File: src/enc_out_pkg.sv
// constants shared by the encoder pulse output block: register map, field layout, modes and timing
// assumes a 125 MHz control clock and a 32-bit AXI4-Lite register port
`default_nettype none
package enc_out_pkg;
  // clock and timing
  localparam int unsigned CLK_KHZ        = 125000;   // control clock rate in kHz
  localparam int unsigned MAX_RATE_KPPS  = 4600;     // output pulse ceiling, kpulses/s
  // least spacing between two quadrature edges, rounded up to whole cycles
  localparam int unsigned EDGE_GAP_CYC   = (CLK_KHZ + MAX_RATE_KPPS - 1) / MAX_RATE_KPPS;
  localparam int unsigned ZERO_MIN_US    = 400;      // zero-point pulse least width, microseconds
  localparam int unsigned ZERO_MIN_CYC   = (ZERO_MIN_US * CLK_KHZ + 999) / 1000;

  // register byte offsets
  localparam logic [7:0] REG_CTRL        = 8'h00;    // phase select, scaling mode
  localparam logic [7:0] REG_PULSE_CNT   = 8'h04;    // output_pulse_count_cfg
  localparam logic [7:0] REG_PULSE_GEAR  = 8'h08;    // output_pulse_gear_cfg
  localparam logic [7:0] REG_MON_SEL     = 8'h0c;    // monitor channel selections
  localparam logic [7:0] REG_STATUS      = 8'h10;    // live state, read only

  // field positions
  localparam int unsigned CTRL_PHASE_BIT = 0;        // phase relation swap
  localparam int unsigned CTRL_MODE_LSB  = 4;        // scaling mode, two bits
  localparam int unsigned MON1_SEL_LSB   = 0;        // monitor 1 source, two bits
  localparam int unsigned MON2_SEL_LSB   = 8;        // monitor 2 source, two bits
  localparam int unsigned STAT_A_BIT     = 0;
  localparam int unsigned STAT_B_BIT     = 1;
  localparam int unsigned STAT_Z_BIT     = 2;
  localparam int unsigned STAT_PEND_LSB  = 16;       // pending edge count, 16 bits

  // reset values
  localparam logic [31:0] CTRL_RST       = 32'h0000_0000;
  localparam logic [31:0] PULSE_CNT_RST  = 32'h0000_1000;
  localparam logic [31:0] PULSE_GEAR_RST = 32'h0000_0001;
  localparam logic [31:0] MON_SEL_RST    = 32'h0000_0100;

  // scaling modes
  typedef enum logic [1:0] {
    MODE_COUNT = 2'h0,                               // edges per revolution given directly
    MODE_DIV   = 2'h1,                               // encoder counts divided by a ratio
    MODE_GEAR  = 2'h2                                // numerator / denominator gear
  } scale_mode_t;

  // bus answers
  localparam logic [1:0] RESP_OKAY       = 2'h0;
  localparam logic [1:0] RESP_SLVERR     = 2'h2;

  localparam int unsigned MON_SRC_W      = 16;       // monitor source width
  localparam int unsigned MON_OUT_W      = 10;       // monitor resolution
endpackage : enc_out_pkg
`default_nettype wire

File: src/zero_pulse_stretch.sv
// zero-point pulse shaper: follows the zero-position level and stretches it to a least width
// assumes zero_level comes from logic on aclk, no synchroniser needed
`default_nettype none
module zero_pulse_stretch
  import enc_out_pkg::*;
#(
  parameter int unsigned MIN_CYC = ZERO_MIN_CYC      // least pulse width in cycles
) (
  input  wire logic aclk,                            // control clock
  input  wire logic aresetn,                         // synchronous reset, active low
  input  wire logic zero_level,                      // motor at zero-point position
  output logic      pulse_q                          // shaped zero pulse
);
  logic        level_q;                              // previous level, for edge detect
  logic [31:0] hold_q;                               // remaining stretch cycles

  // edge detect and stretch timer; a new edge restarts the full width
  always_ff @(posedge aclk) begin
    if (!aresetn) begin
      level_q <= 1'b0;
      hold_q  <= 32'h0;
    end else begin
      level_q <= zero_level;
      if (zero_level && !level_q) begin
        hold_q <= MIN_CYC - 1;
      end else if (hold_q != 32'h0) begin
        hold_q <= hold_q - 32'h1;
      end
    end
  end

  // high while at zero position or still inside the least width
  always_ff @(posedge aclk) begin
    if (!aresetn) begin
      pulse_q <= 1'b0;
    end else begin
      pulse_q <= zero_level || (hold_q != 32'h0);
    end
  end
endmodule : zero_pulse_stretch
`default_nettype wire

File: src/encoder_pulse_and_monitor_out.sv
// encoder emulation outputs: scaled quadrature pair, zero-point pulses, two monitor codes
// assumes enc_step/enc_dir/enc_zero and monitor sources come from control logic on aclk
`default_nettype none
module encoder_pulse_and_monitor_out
  import enc_out_pkg::*;
#(
  parameter int unsigned ENC_COUNTS_REV = 4096,      // encoder counts per revolution
  parameter int unsigned ZERO_MIN       = ZERO_MIN_CYC // zero pulse least width, cycles
) (
  input  wire logic                 aclk,            // 125 MHz control clock
  input  wire logic                 aresetn,         // synchronous reset, active low
  // axi4-lite slave
  input  wire logic [7:0]           awaddr,          // write address
  input  wire logic                 awvalid,         // write address valid
  output logic                      awready,         // write address ready
  input  wire logic [31:0]          wdata,           // write data
  input  wire logic [3:0]           wstrb,           // write byte strobes
  input  wire logic                 wvalid,          // write data valid
  output logic                      wready,          // write data ready
  output logic [1:0]                bresp,           // write response
  output logic                      bvalid,          // write response valid
  input  wire logic                 bready,          // write response ready
  input  wire logic [7:0]           araddr,          // read address
  input  wire logic                 arvalid,         // read address valid
  output logic                      arready,         // read address ready
  output logic [31:0]               rdata,           // read data
  output logic [1:0]                rresp,           // read response
  output logic                      rvalid,          // read data valid
  input  wire logic                 rready,          // read data ready
  // motion source
  input  wire logic                 enc_step,        // one encoder count moved
  input  wire logic                 enc_dir,         // 1 = counter-clockwise
  input  wire logic                 enc_zero,        // at zero-point position
  input  wire logic [4*MON_SRC_W-1:0] mon_src,       // four signed monitor sources
  // pins
  output logic                      quad_a_diff_out, // a-phase
  output logic                      quad_b_diff_out, // b-phase
  output logic                      zero_pulse_diff_out, // zero pulse, line driver
  output logic                      zero_pulse_oc_out,   // open-collector drive level, always 0
  output logic                      zero_pulse_oc_oe_n,  // low while transistor conducts
  output logic [MON_OUT_W-1:0]      monitor_ch1_out, // monitor 1 code, two's complement
  output logic [MON_OUT_W-1:0]      monitor_ch2_out  // monitor 2 code, two's complement
);
  // registers
  logic [31:0] ctrl_q;                               // phase and mode
  logic [31:0] pcnt_q;                               // output_pulse_count_cfg
  logic [31:0] gear_q;                               // output_pulse_gear_cfg
  logic [31:0] msel_q;                               // monitor selections
  // bus state
  logic [7:0]  awaddr_q;                             // held write address
  logic [31:0] wdata_q;                              // held write data
  logic [3:0]  wstrb_q;                              // held strobes
  logic        aw_got_q;                             // address captured
  logic        w_got_q;                              // data captured
  // motion state
  logic signed [33:0] acc_q;                         // scaling remainder
  logic signed [15:0] pend_q;                        // edges still owed, signed by direction
  logic [1:0]  phase_q;                              // quadrature step position
  logic [7:0]  gap_q;                                // cycles until next edge allowed
  logic        zero_pulse;                           // shaped zero pulse

  // byte-lane merge for register writes
  function automatic logic [31:0] merge(input logic [31:0] old, input logic [31:0] d, input logic [3:0] s);
    logic [31:0] r;
    r = old;
    for (int i = 0; i < 4; i++) begin
      if (s[i]) begin
        r[8*i +: 8] = d[8*i +: 8];
      end
    end
    return r;
  endfunction : merge

  // write channel: address and data captured in either order, answer once both are held
  always_ff @(posedge aclk) begin
    if (!aresetn) begin
      awready  <= 1'b1;
      wready   <= 1'b1;
      aw_got_q <= 1'b0;
      w_got_q  <= 1'b0;
      awaddr_q <= 8'h0;
      wdata_q  <= 32'h0;
      wstrb_q  <= 4'h0;
      bvalid   <= 1'b0;
      bresp    <= RESP_OKAY;
    end else begin
      if (awvalid && awready) begin
        awaddr_q <= awaddr;
        aw_got_q <= 1'b1;
        awready  <= 1'b0;
      end
      if (wvalid && wready) begin
        wdata_q <= wdata;
        wstrb_q <= wstrb;
        w_got_q <= 1'b1;
        wready  <= 1'b0;
      end
      if (aw_got_q && w_got_q && !bvalid) begin
        bvalid <= 1'b1;
        case (awaddr_q)
          REG_CTRL, REG_PULSE_CNT, REG_PULSE_GEAR, REG_MON_SEL: bresp <= RESP_OKAY;
          default: bresp <= RESP_SLVERR;             // unmapped or read-only
        endcase
      end
      if (bvalid && bready) begin
        bvalid   <= 1'b0;
        aw_got_q <= 1'b0;
        w_got_q  <= 1'b0;
        awready  <= 1'b1;
        wready   <= 1'b1;
      end
    end
  end

  // register store, committed in the cycle the response is raised
  always_ff @(posedge aclk) begin
    if (!aresetn) begin
      ctrl_q <= CTRL_RST;
      pcnt_q <= PULSE_CNT_RST;
      gear_q <= PULSE_GEAR_RST;
      msel_q <= MON_SEL_RST;
    end else if (aw_got_q && w_got_q && !bvalid) begin
      case (awaddr_q)
        REG_CTRL:       ctrl_q <= merge(ctrl_q, wdata_q, wstrb_q);
        REG_PULSE_CNT:  pcnt_q <= merge(pcnt_q, wdata_q, wstrb_q);
        REG_PULSE_GEAR: gear_q <= merge(gear_q, wdata_q, wstrb_q);
        REG_MON_SEL:    msel_q <= merge(msel_q, wdata_q, wstrb_q);
        default: ;                                   // nothing stored
      endcase
    end
  end

  // read channel: one access at a time, data one cycle after the address is taken
  always_ff @(posedge aclk) begin
    if (!aresetn) begin
      arready <= 1'b1;
      rvalid  <= 1'b0;
      rdata   <= 32'h0;
      rresp   <= RESP_OKAY;
    end else if (arvalid && arready) begin
      arready <= 1'b0;
      rvalid  <= 1'b1;
      rresp   <= RESP_OKAY;
      case (araddr)
        REG_CTRL:       rdata <= ctrl_q;
        REG_PULSE_CNT:  rdata <= pcnt_q;
        REG_PULSE_GEAR: rdata <= gear_q;
        REG_MON_SEL:    rdata <= msel_q;
        REG_STATUS: begin
          rdata                     <= 32'h0;
          rdata[STAT_A_BIT]         <= quad_a_diff_out;
          rdata[STAT_B_BIT]         <= quad_b_diff_out;
          rdata[STAT_Z_BIT]         <= zero_pulse_diff_out;
          rdata[STAT_PEND_LSB +: 16] <= pend_q;
        end
        default: begin
          rdata <= 32'h0;
          rresp <= RESP_SLVERR;                      // unmapped address
        end
      endcase
    end else if (rvalid && rready) begin
      rvalid  <= 1'b0;
      arready <= 1'b1;
    end
  end

  // scaling numerator and denominator by mode; a zero denominator acts as one
  logic [31:0] num;                                  // added per encoder count
  logic [31:0] den;                                  // one output edge per den
  always_comb begin
    case (scale_mode_t'(ctrl_q[CTRL_MODE_LSB +: 2]))
      MODE_COUNT: begin num = pcnt_q;  den = ENC_COUNTS_REV; end
      MODE_DIV:   begin num = 32'h1;   den = pcnt_q;         end
      MODE_GEAR:  begin num = pcnt_q;  den = gear_q;         end
      default:    begin num = 32'h1;   den = 32'h1;          end
    endcase
    if (den == 32'h0) begin
      den = 32'h1;
    end
  end

  // remainder accumulator: one edge owed or repaid per cycle while out of range, so
  // gear-up ratios spread over later cycles instead of needing a divider
  logic signed [33:0] acc_in;
  logic signed [33:0] den_s;
  always_comb begin
    den_s  = $signed({2'b00, den});
    acc_in = acc_q;
    if (enc_step) begin
      acc_in = enc_dir ? acc_q + $signed({2'b00, num}) : acc_q - $signed({2'b00, num});
    end
  end

  logic edge_go;                                     // an edge leaves this cycle
  assign edge_go = (gap_q == 8'h0) && (pend_q != 16'sh0);

  // accumulator and owed-edge count
  always_ff @(posedge aclk) begin
    if (!aresetn) begin
      acc_q  <= 34'sh0;
      pend_q <= 16'sh0;
    end else begin
      logic signed [15:0] p;
      p = pend_q;
      if (edge_go) begin
        p = (pend_q > 16'sh0) ? pend_q - 16'sh1 : pend_q + 16'sh1;
      end
      if (acc_in >= den_s) begin
        acc_q  <= acc_in - den_s;
        pend_q <= (p == 16'sh7fff) ? p : p + 16'sh1;
      end else if (acc_in < 34'sh0) begin
        acc_q  <= acc_in + den_s;
        pend_q <= (p == -16'sh7fff) ? p : p - 16'sh1;
      end else begin
        acc_q  <= acc_in;
        pend_q <= p;
      end
    end
  end

  // rate limiter: edges spaced by at least the gap, so the ceiling holds at any ratio
  always_ff @(posedge aclk) begin
    if (!aresetn) begin
      gap_q <= 8'h0;
    end else if (edge_go) begin
      gap_q <= 8'(EDGE_GAP_CYC - 1);
    end else if (gap_q != 8'h0) begin
      gap_q <= gap_q - 8'h1;
    end
  end

  // quadrature position: up for positive owed edges, down for negative
  always_ff @(posedge aclk) begin
    if (!aresetn) begin
      phase_q <= 2'h0;
    end else if (edge_go) begin
      phase_q <= (pend_q > 16'sh0) ? phase_q + 2'h1 : phase_q - 2'h1;
    end
  end

  // gray mapping: counting up gives A leading; the swap flips the leading phase
  logic a_nx, b_nx;
  always_comb begin
    a_nx = phase_q[1] ^ phase_q[0];                  // 0,1,1,0 for steps 0..3
    b_nx = phase_q[1];                               // 0,0,1,1 lags a by one step
  end
  always_ff @(posedge aclk) begin
    if (!aresetn) begin
      quad_a_diff_out <= 1'b0;
      quad_b_diff_out <= 1'b0;
    end else if (ctrl_q[CTRL_PHASE_BIT]) begin
      quad_a_diff_out <= b_nx;
      quad_b_diff_out <= a_nx;
    end else begin
      quad_a_diff_out <= a_nx;
      quad_b_diff_out <= b_nx;
    end
  end

  zero_pulse_stretch #(
    .MIN_CYC (ZERO_MIN)
  ) u_zero (
    .aclk       (aclk),
    .aresetn    (aresetn),
    .zero_level (enc_zero),
    .pulse_q    (zero_pulse)
  );

  // delayed by one stage, two registers after enc_zero, while the quadrature outputs sit three registers after enc_step;
  // both zero outputs come from the same pulse, so their timing matches exactly
  always_ff @(posedge aclk) begin
    if (!aresetn) begin
      zero_pulse_diff_out <= 1'b0;
      zero_pulse_oc_out   <= 1'b0;
      zero_pulse_oc_oe_n  <= 1'b1;
    end else begin
      zero_pulse_diff_out <= zero_pulse;
      zero_pulse_oc_out   <= 1'b0;
      zero_pulse_oc_oe_n  <= !zero_pulse;
    end
  end

  // monitor channels: top bits of the selected source, truncation toward minus infinity
  always_ff @(posedge aclk) begin
    if (!aresetn) begin
      monitor_ch1_out <= '0;
      monitor_ch2_out <= '0;
    end else begin
      monitor_ch1_out <= mon_src[MON_SRC_W*msel_q[MON1_SEL_LSB +: 2] + MON_SRC_W - MON_OUT_W +: MON_OUT_W];
      monitor_ch2_out <= mon_src[MON_SRC_W*msel_q[MON2_SEL_LSB +: 2] + MON_SRC_W - MON_OUT_W +: MON_OUT_W];
    end
  end
endmodule : encoder_pulse_and_monitor_out
`default_nettype wire

File: config.mk
export PLATFORM = sky130hd
export DESIGN_NAME = encoder_pulse_and_monitor_out
export DESIGN_NICKNAME = d
export VERILOG_FILES = /design/src/enc_out_pkg.sv /design/src/zero_pulse_stretch.sv /design/src/encoder_pulse_and_monitor_out.sv
export SDC_FILE = /design/constraint.sdc
export NUM_CORES = 1
export LEC_CHECK = 0
export BUFFER_PORTS_ARGS = -buffer_cell sky130_fd_sc_hd__buf_2
export CAP_MARGIN = 20
export CORE_MARGIN = 8
export CORE_UTILIZATION = 55
export CTS_BUF_LIST = sky130_fd_sc_hd__clkbuf_4 sky130_fd_sc_hd__clkbuf_8 sky130_fd_sc_hd__clkbuf_16
export CTS_CLUSTER_DIAMETER = 200
export CTS_CLUSTER_SIZE = 16
export DETAILED_ROUTE_END_ITERATION = 8
export GPL_TIMING_DRIVEN = 0
export PLACE_DENSITY = 0.76
export SLEW_MARGIN = 20
export SYNTH_ARGS = -nofsm -noshare
export SYNTH_HDL_FRONTEND = slang
export SYNTH_SLANG_ARGS = --single-unit
File: constraint.sdc
create_clock -name aclk -period 6.7 [get_ports aclk]
set_clock_uncertainty 0.2 [all_clocks]
set_input_delay 1.005 -clock aclk [delete_from_list [all_inputs] [get_ports aclk]]
set_output_delay 1.005 -clock aclk [all_outputs]
set_load 0.02 [all_outputs]
======== Yosys cells after proc, flatten, opt, wreduce, memory -nomap -nowiden ========
Cells that the tools add are included.
cells by class
  add/subtract/negate cells ............... 16
  multiply operators ...................... 0
  divide/modulo/power cells ............... 0
  magnitude comparators ................... 3
  equality and inequality tests ........... 11
  shift-type cells ........................ 2
  muxes and demuxes ....................... 28
  bitwise logic cells ..................... 2
  reduce and logical (&&, ||, !) cells .... 46
operator list
  kind                                                             number
  case mux 32 bit (5 select lines)                                 1
  two-way mux 16 bit                                               9
  two-way mux 34 bit                                               4
  variable part select 64 x 33 -> 10 bit                           2
  case mux 32 bit (3 select lines)                                 1
  adder 34 x 33 -> 34 bit                                          2
  subtractor 34 x 33 -> 34 bit                                     2
  two-way mux 32 bit                                               2
  AND reduction 3 bit                                              16
  >= comparator 34 x 33 -> 1 bit                                   1
  less-than comparator 34 x 1 -> 1 bit (second input constant)     1
  adder 16 x 2 -> 16 bit (second input constant)                   2
  == test 16 bit (second input constant)                           2
  == test 8 x 4 -> 1 bit (second input constant)                   4
  logical NOT 32 bit                                               1
  nonzero test 32 bit                                              1
  subtractor 16 x 2 -> 16 bit (second input constant)              2
  subtractor 32 x 1 -> 32 bit (second input constant)              1
  logical NOT 8 bit                                                3
  == test 8 x 3 -> 1 bit (second input constant)                   2
  greater-than comparator 16 x 1 -> 1 bit (second input constant)  1
  nonzero test 16 bit                                              1
  subtractor 7 x 4 -> 8 bit (second input constant)                2
  adder 6 x 5 -> 7 bit (second input constant)                     2
  other kinds (20)                                                 43
word-level totals
  register bits ........................... 333
  bits in latches ......................... 0
  RAM bits ................................ 0
  bits in read-only memories .............. 0
  input bits .............................. 126
  memories kept ........................... 0

======== Logic depth before layout (Yosys ltp) ========
  depth in word-level cells ............... 9
  mapped depth ............................ 36
  gate-level depth less buffers ........... 31

======== Modules after synthesis ========
A second synthesis with hierarchy kept.
second synthesis, totals
  cell total of the unflattened synthesis .. 2,743
  area, all modules ....................... 22,291.4 µm²
by module, submodules not included
  module                         times used  cells each  area each (µm²)  seq. area each (µm²)
  encoder_pulse_and_monitor_out  1           2,533       20,562.2         5,945.7
  zero_pulse_stretch             1           210         1,729.2          680.7

======== Least setup slack after synthesis ========
Ideal clock, no wire load.
  kind .................................... register to register
  start ................................... register ctrl_q[4]
  end ..................................... register pend_q[3]
  setup time .............................. 128 ps
  data arrival time ....................... 6,940 ps
  data required time ...................... 6,372 ps
  path slack .............................. -568 ps
  stages on the path, launching flop included .. 34
  path buffers ............................ 5
  period minus slack after synthesis ...... 7,268 ps
  path through ............................ dfxtp_1 clkbuf_1 clkbuf_1 clkbuf_1 or2_2 inv_1 ha_1 o21ai_0 nor2_1 nor2_1 nor3_1 a311oi_1 ha_1 nand2_1 o21ai_0 or3_1 o21bai_1 o21ai_0 a31oi_1 xnor2_1 mux2_2 ha_1 clkbuf_1 nor3_1 nand3_1 or3_1 or4_1 o2111ai_1 nand2_1 a31o_2 clkbuf_1 o32ai_1 xnor2_1 nor2_1
between the ends
  word-level cells in the longest chain between the ends .. 9
  elaborated cells on any way between the ends .. 16
RTL lines
  item                                                                            RTL line                              RTL
  start, declared                                                                 encoder_pulse_and_monitor_out.sv:45   logic [31:0] ctrl_q;
  start signal, assigned                                                          encoder_pulse_and_monitor_out.sv:124  REG_CTRL: ctrl_q <= merge(ctrl_q, wdata_q, wstrb_q);
  == test 2 bit / logical NOT 2 bit (equally long branches)                       encoder_pulse_and_monitor_out.sv:171  case (scale_mode_t'(ctrl_q[CTRL_MODE_LSB +: 2]))
  OR reduction 2 bit (no source line)                                             n/a
  two-way mux 32 bit                                                              encoder_pulse_and_monitor_out.sv:171
  subtractor 34 x 33 -> 34 bit / adder 34 x 33 -> 34 bit (equally long branches)  encoder_pulse_and_monitor_out.sv:190  acc_in = enc_dir ? acc_q + $signed({2'b00, num}) : acc_q - $signed({2'b00, num});
  two-way mux 34 bit                                                              encoder_pulse_and_monitor_out.sv:190
  two-way mux 34 bit                                                              encoder_pulse_and_monitor_out.sv:189  if (enc_step) begin
  less-than comparator 34 x 1 -> 1 bit                                            encoder_pulse_and_monitor_out.sv:211  end else if (acc_in < 34'sh0) begin
  two-way mux 16 bit                                                              encoder_pulse_and_monitor_out.sv:211
  two-way mux 16 bit (*)                                                          encoder_pulse_and_monitor_out.sv:208  if (acc_in >= den_s) begin
  end signal, assigned                                                            encoder_pulse_and_monitor_out.sv:210  pend_q <= (p == 16'sh7fff) ? p : p + 16'sh1;
  end signal, assigned                                                            encoder_pulse_and_monitor_out.sv:213  pend_q <= (p == -16'sh7fff) ? p : p - 16'sh1;
  end signal, assigned                                                            encoder_pulse_and_monitor_out.sv:216  pend_q <= p;
  end, declared                                                                   encoder_pulse_and_monitor_out.sv:57   logic signed [15:0] pend_q;
Every way passes the cells marked *; elsewhere a longest branch is shown, timed or not.
A chain may end at the register's enable or synchronous reset.

======== Final worst setup path ========
  start ................................... register pcnt_q[11]
  end ..................................... register acc_q[12]
between the ends
  word-level cells in the longest chain between the ends .. 7
  elaborated cells on any way between the ends .. 14
RTL lines
  item                                                                                    RTL line                                                                    RTL
  start, declared                                                                         encoder_pulse_and_monitor_out.sv:46                                         logic [31:0] pcnt_q;
  start signal, assigned                                                                  encoder_pulse_and_monitor_out.sv:125                                        REG_PULSE_CNT: pcnt_q <= merge(pcnt_q, wdata_q, wstrb_q);
  two-way mux 32 bit                                                                      encoder_pulse_and_monitor_out.sv:171
  subtractor 34 x 33 -> 34 bit / adder 34 x 33 -> 34 bit (equally long branches)          encoder_pulse_and_monitor_out.sv:190
  two-way mux 34 bit                                                                      encoder_pulse_and_monitor_out.sv:190
  two-way mux 34 bit                                                                      encoder_pulse_and_monitor_out.sv:189
  adder 34 x 33 -> 34 bit / less-than comparator 34 x 1 -> 1 bit (equally long branches)  encoder_pulse_and_monitor_out.sv:212, encoder_pulse_and_monitor_out.sv:211
  two-way mux 34 bit                                                                      encoder_pulse_and_monitor_out.sv:211
  two-way mux 34 bit (*)                                                                  encoder_pulse_and_monitor_out.sv:208
  end signal, assigned                                                                    encoder_pulse_and_monitor_out.sv:209                                        acc_q <= acc_in - den_s;
  end signal, assigned                                                                    encoder_pulse_and_monitor_out.sv:212                                        acc_q <= acc_in + den_s;
  end signal, assigned                                                                    encoder_pulse_and_monitor_out.sv:215                                        acc_q <= acc_in;
  end, declared                                                                           encoder_pulse_and_monitor_out.sv:56                                         logic signed [33:0] acc_q;
Marks and branches as above.

==> flow_summary_export.csv <==
group,metric,value,unit
outcome,status,"finished with violations",
outcome,violations,"negative setup slack",
floorplanning,fp.dieArea,0.0465,mm^2
routing,viasPerCell,6.45,
routing,drt_iter0_drc,2406,
global_route,track_usage,32.4,%
synth,ys_seq_area_share,30.2,%
sta,worst_pin_slew,1330,ps
synth,post-synth-top-count-cell,"nand2_1",
place,dp_hpwl,61.2,mm
synth,syn_area,0.0219,mm^2
synth,yosys-top-cells-area,"dfxtp_1, ha_1, a21oi_1, nand2_1, nor2_1",
synth,netlist_instances,2748,
clock_network,cts_made_buffers,24,
clock_network,hold_buffers,0,
routing,vias,22902,
clock_network,clock_latency,560,ps
global_route,grt_max_degree,17,
synth,yosysTopAreaCell,"dfxtp_1",
synth,synth_compound_area_share,23.3,%
floorplanning,fp.dieW,216,um
floorplanning,initial_core_util,55.4,%
synth,yosys.area_share.xor_xnor,4.11,%
synth,ys_ff_latch,331,
worst_setup_path,cp_slowest_cell,"or4_4",
power,total_power,10.6,mW
sta,finalHoldViolCount,0,
synth,yosys_warnings,0,
floorplanning,num_rows,73,
synth,synthAdderAreaFrac,7.21,%
synth,synth_top_cells_by_count,"nand2_1, dfxtp_1, nor2_1",
synth,synthMuxAreaShare,8.88,%
job,maxCapViolations,0,
worst_setup_path,ff2ff_setup_slack,-250,ps
floorplanning,dieHeight,216,um
place,dpl_cell_area,0.0235,mm^2
worst_setup_path,r2r-end,"acc_q[12]",
synth,synth_edf_count,0,
clock_network,htree_levels,1,
clock_network,cts_sinks,331,
sta,timing.final.crit_share,104,%
sta,worst_slack,-245,ps
routing,drc,0,
worst_setup_path,cp-startpoint,"pcnt_q[11]",
worst_setup_path,crit_path_max_incr_delay,560,ps
layout,multi_input_area,0.0160,mm^2
synth,syn_avg_cell_area,7.98,um^2
sta,relSlewSlack,11.0,%
place,portBuffers,161,
worst_setup_path,r2r_start,"pcnt_q[11]",
synth,yosys_most_used_dff,"dfxtp_1",
worst_setup_path,endpoint,"acc_q[12]",
min_path,hp-start,"u_zero.pulse_q",
global_route,grt_pass1_vias,21648,
layout,nFillCells,3259,
routing,wl,81.8,mm
layout,final_cell_area,0.0267,mm^2
power,powerDensity,396,mW/mm^2
layout,final_core_util,67.6,%
worst_setup_path,crit_type,"reg -> reg",
floorplanning,ios,192,
worst_setup_path,cp.arrival,7190,ps
worst_setup_path,reg2reg_depth,28,
routing,firstDrtPassIters,8,
synth,synth_top_cell_area_share,30.2,%
synth,synth_top_family_by_area,"compound AO/OA/AOI/OAI gates",
min_path,hold_class,"reg -> reg",
synth,yosys.area_share.simple,21.7,%
sta,clock.fmax,144,MHz
sta,report.final.slew_viol_count,0,
power,p_leak,10.4,nW
routing,wl_per_cell,23.1,um
clock_network,cts_tree,"built",
synth,synthDistinctLibCells,103,
layout,seq_area,0.00664,mm^2
power,peakVddDrop,266,uV
sta,fin_tns_setup,-3140,ps
clock_network,clockRootBuffer,"clkbuf_16",
worst_setup_path,critPathLaunchType,"register",
layout,drive_above_1_share,22.2,%
sta,rsz0062_at_grt,"true",
global_route,overflow,0,
worst_setup_path,crit_required,6950,ps
floorplanning,coreArea,0.0395,mm^2
routing,ant_nets,0,
sta,setup_violations,35,
worst_setup_path,worst_setup_path_end_kind,"register",
global_route,grt_pass1_wl,121,mm
clock_network,clk_pin_slew,80,ps
worst_setup_path,crit_fanout,8,
synth,async_reset_ff_share,0,%
layout,layout.nets,3271,
clock_network,cts_max_path_buffers,3,
layout,areaGrowthSynthToFinish,21.9,%
place,gp_congestion,0.982,
global_route,antenna_found_initial,2,
sta,fin_crit,6950,ps
registers in the layout (all words and copies together) (netlist names), 4 cells and up:
signal and flops:
pend_q 16, monitor_ch2_out 10, ctrl_q 32, wdata_q 32, awaddr_q 8, gear_q 32, msel_q 32, rdata 32
monitor_ch1_out 10, acc_q 34, gap_q 8, u_zero.hold_q 32, wstrb_q 4, pcnt_q 32
cells by family (layout without fill, tap and decap cells):
family	Yosys count	after routing
DFF	331	331
other	1	5
xor gates and xnor gates	103	103
and+or+nand+nor	1018	1018
muxes	147	147
AOI/OAI and AO/OA	769	769
adders and majority gates	124	124
buffers and inverters	255	526
metal layers:
layer	part of all wire (%)	global-route usage, %	routed length, um	vias up
li1	-	-	-	10465
met1	40	41.6	32700	10945
met2	45	52.1	36800	1212
met3	8.8	4.48	7220	278
met4	6.2	17.7	5060	2
met5	0.022	0	18	-
final cells by class:
cell class / instances / area share, %
clock buffer: 25 / 2.34
tap: 525 / 2.46
antenna: 2 / 0.0187
buffer: 143 / 2.78
sequential: 331 / 24.8
clock inverter: 1 / 0.0281
timing repair buffer: 255 / 6.08
multi-input combinational: 2164 / 60.0
inverter: 102 / 1.43
critical path, delay by kind of cell (launching register included):
kind	cells	cell delay [ps]
AOI/OAI and AO/OA	15	2930
xor gates and xnor gates	1	130
adders and majority gates	2	630
buffers and inverters	1	170
DFF	1	360
and+or+nand+nor	9	2390
repair_timing:
action	CTS	global route
endpoints found under the hold margin	0	0
cloned	2	2
setup endpoints to repair	50	50
pin swaps	48	114
gates resized for setup	152	253
setup buffers	45	46
metrics by stage:
stage	hold WS, ps	setup slack (ps)	instances
5_1_grt	271	-453	3547
2_1_floorplan	163	39.2	2750
6_report	232	-245	3548
3_3_place_gp	205	-2010	3436
3_5_place_dp	208	-2050	3436
4_1_cts	230	-90.9	3503
report_power, final:
group          total [mW]  switching (mW)  internal, mW
registers            2.36           0.209          2.15
logic                6.86            3.99          2.87
clock network        1.36           0.700         0.659
total                10.6            4.90          5.68
how the worst min path moves through the flow:
stage,end,cells after the start
3_5_place_dp,zero_pulse_oc_oe_n,1
3_3_place_gp,zero_pulse_oc_oe_n,1
2_1_floorplan,zero_pulse_oc_oe_n,1
6_report,zero_pulse_oc_oe_n,1
5_1_grt,zero_pulse_oc_oe_n,1
4_1_cts,zero_pulse_oc_oe_n,1
cell usage in the layout, fill, tap and decap left out, types with 79 or more instances in the layout:
cell,n
a21oi_1,251
buf_2,165
buf_4,85
clkbuf_1,98
dfxtp_1,325
ha_1,92
inv_1,100
nand2_1,354
nor2_1,280
xnor2_1,79
Note: power is estimated with default switching activity, not from simulation.
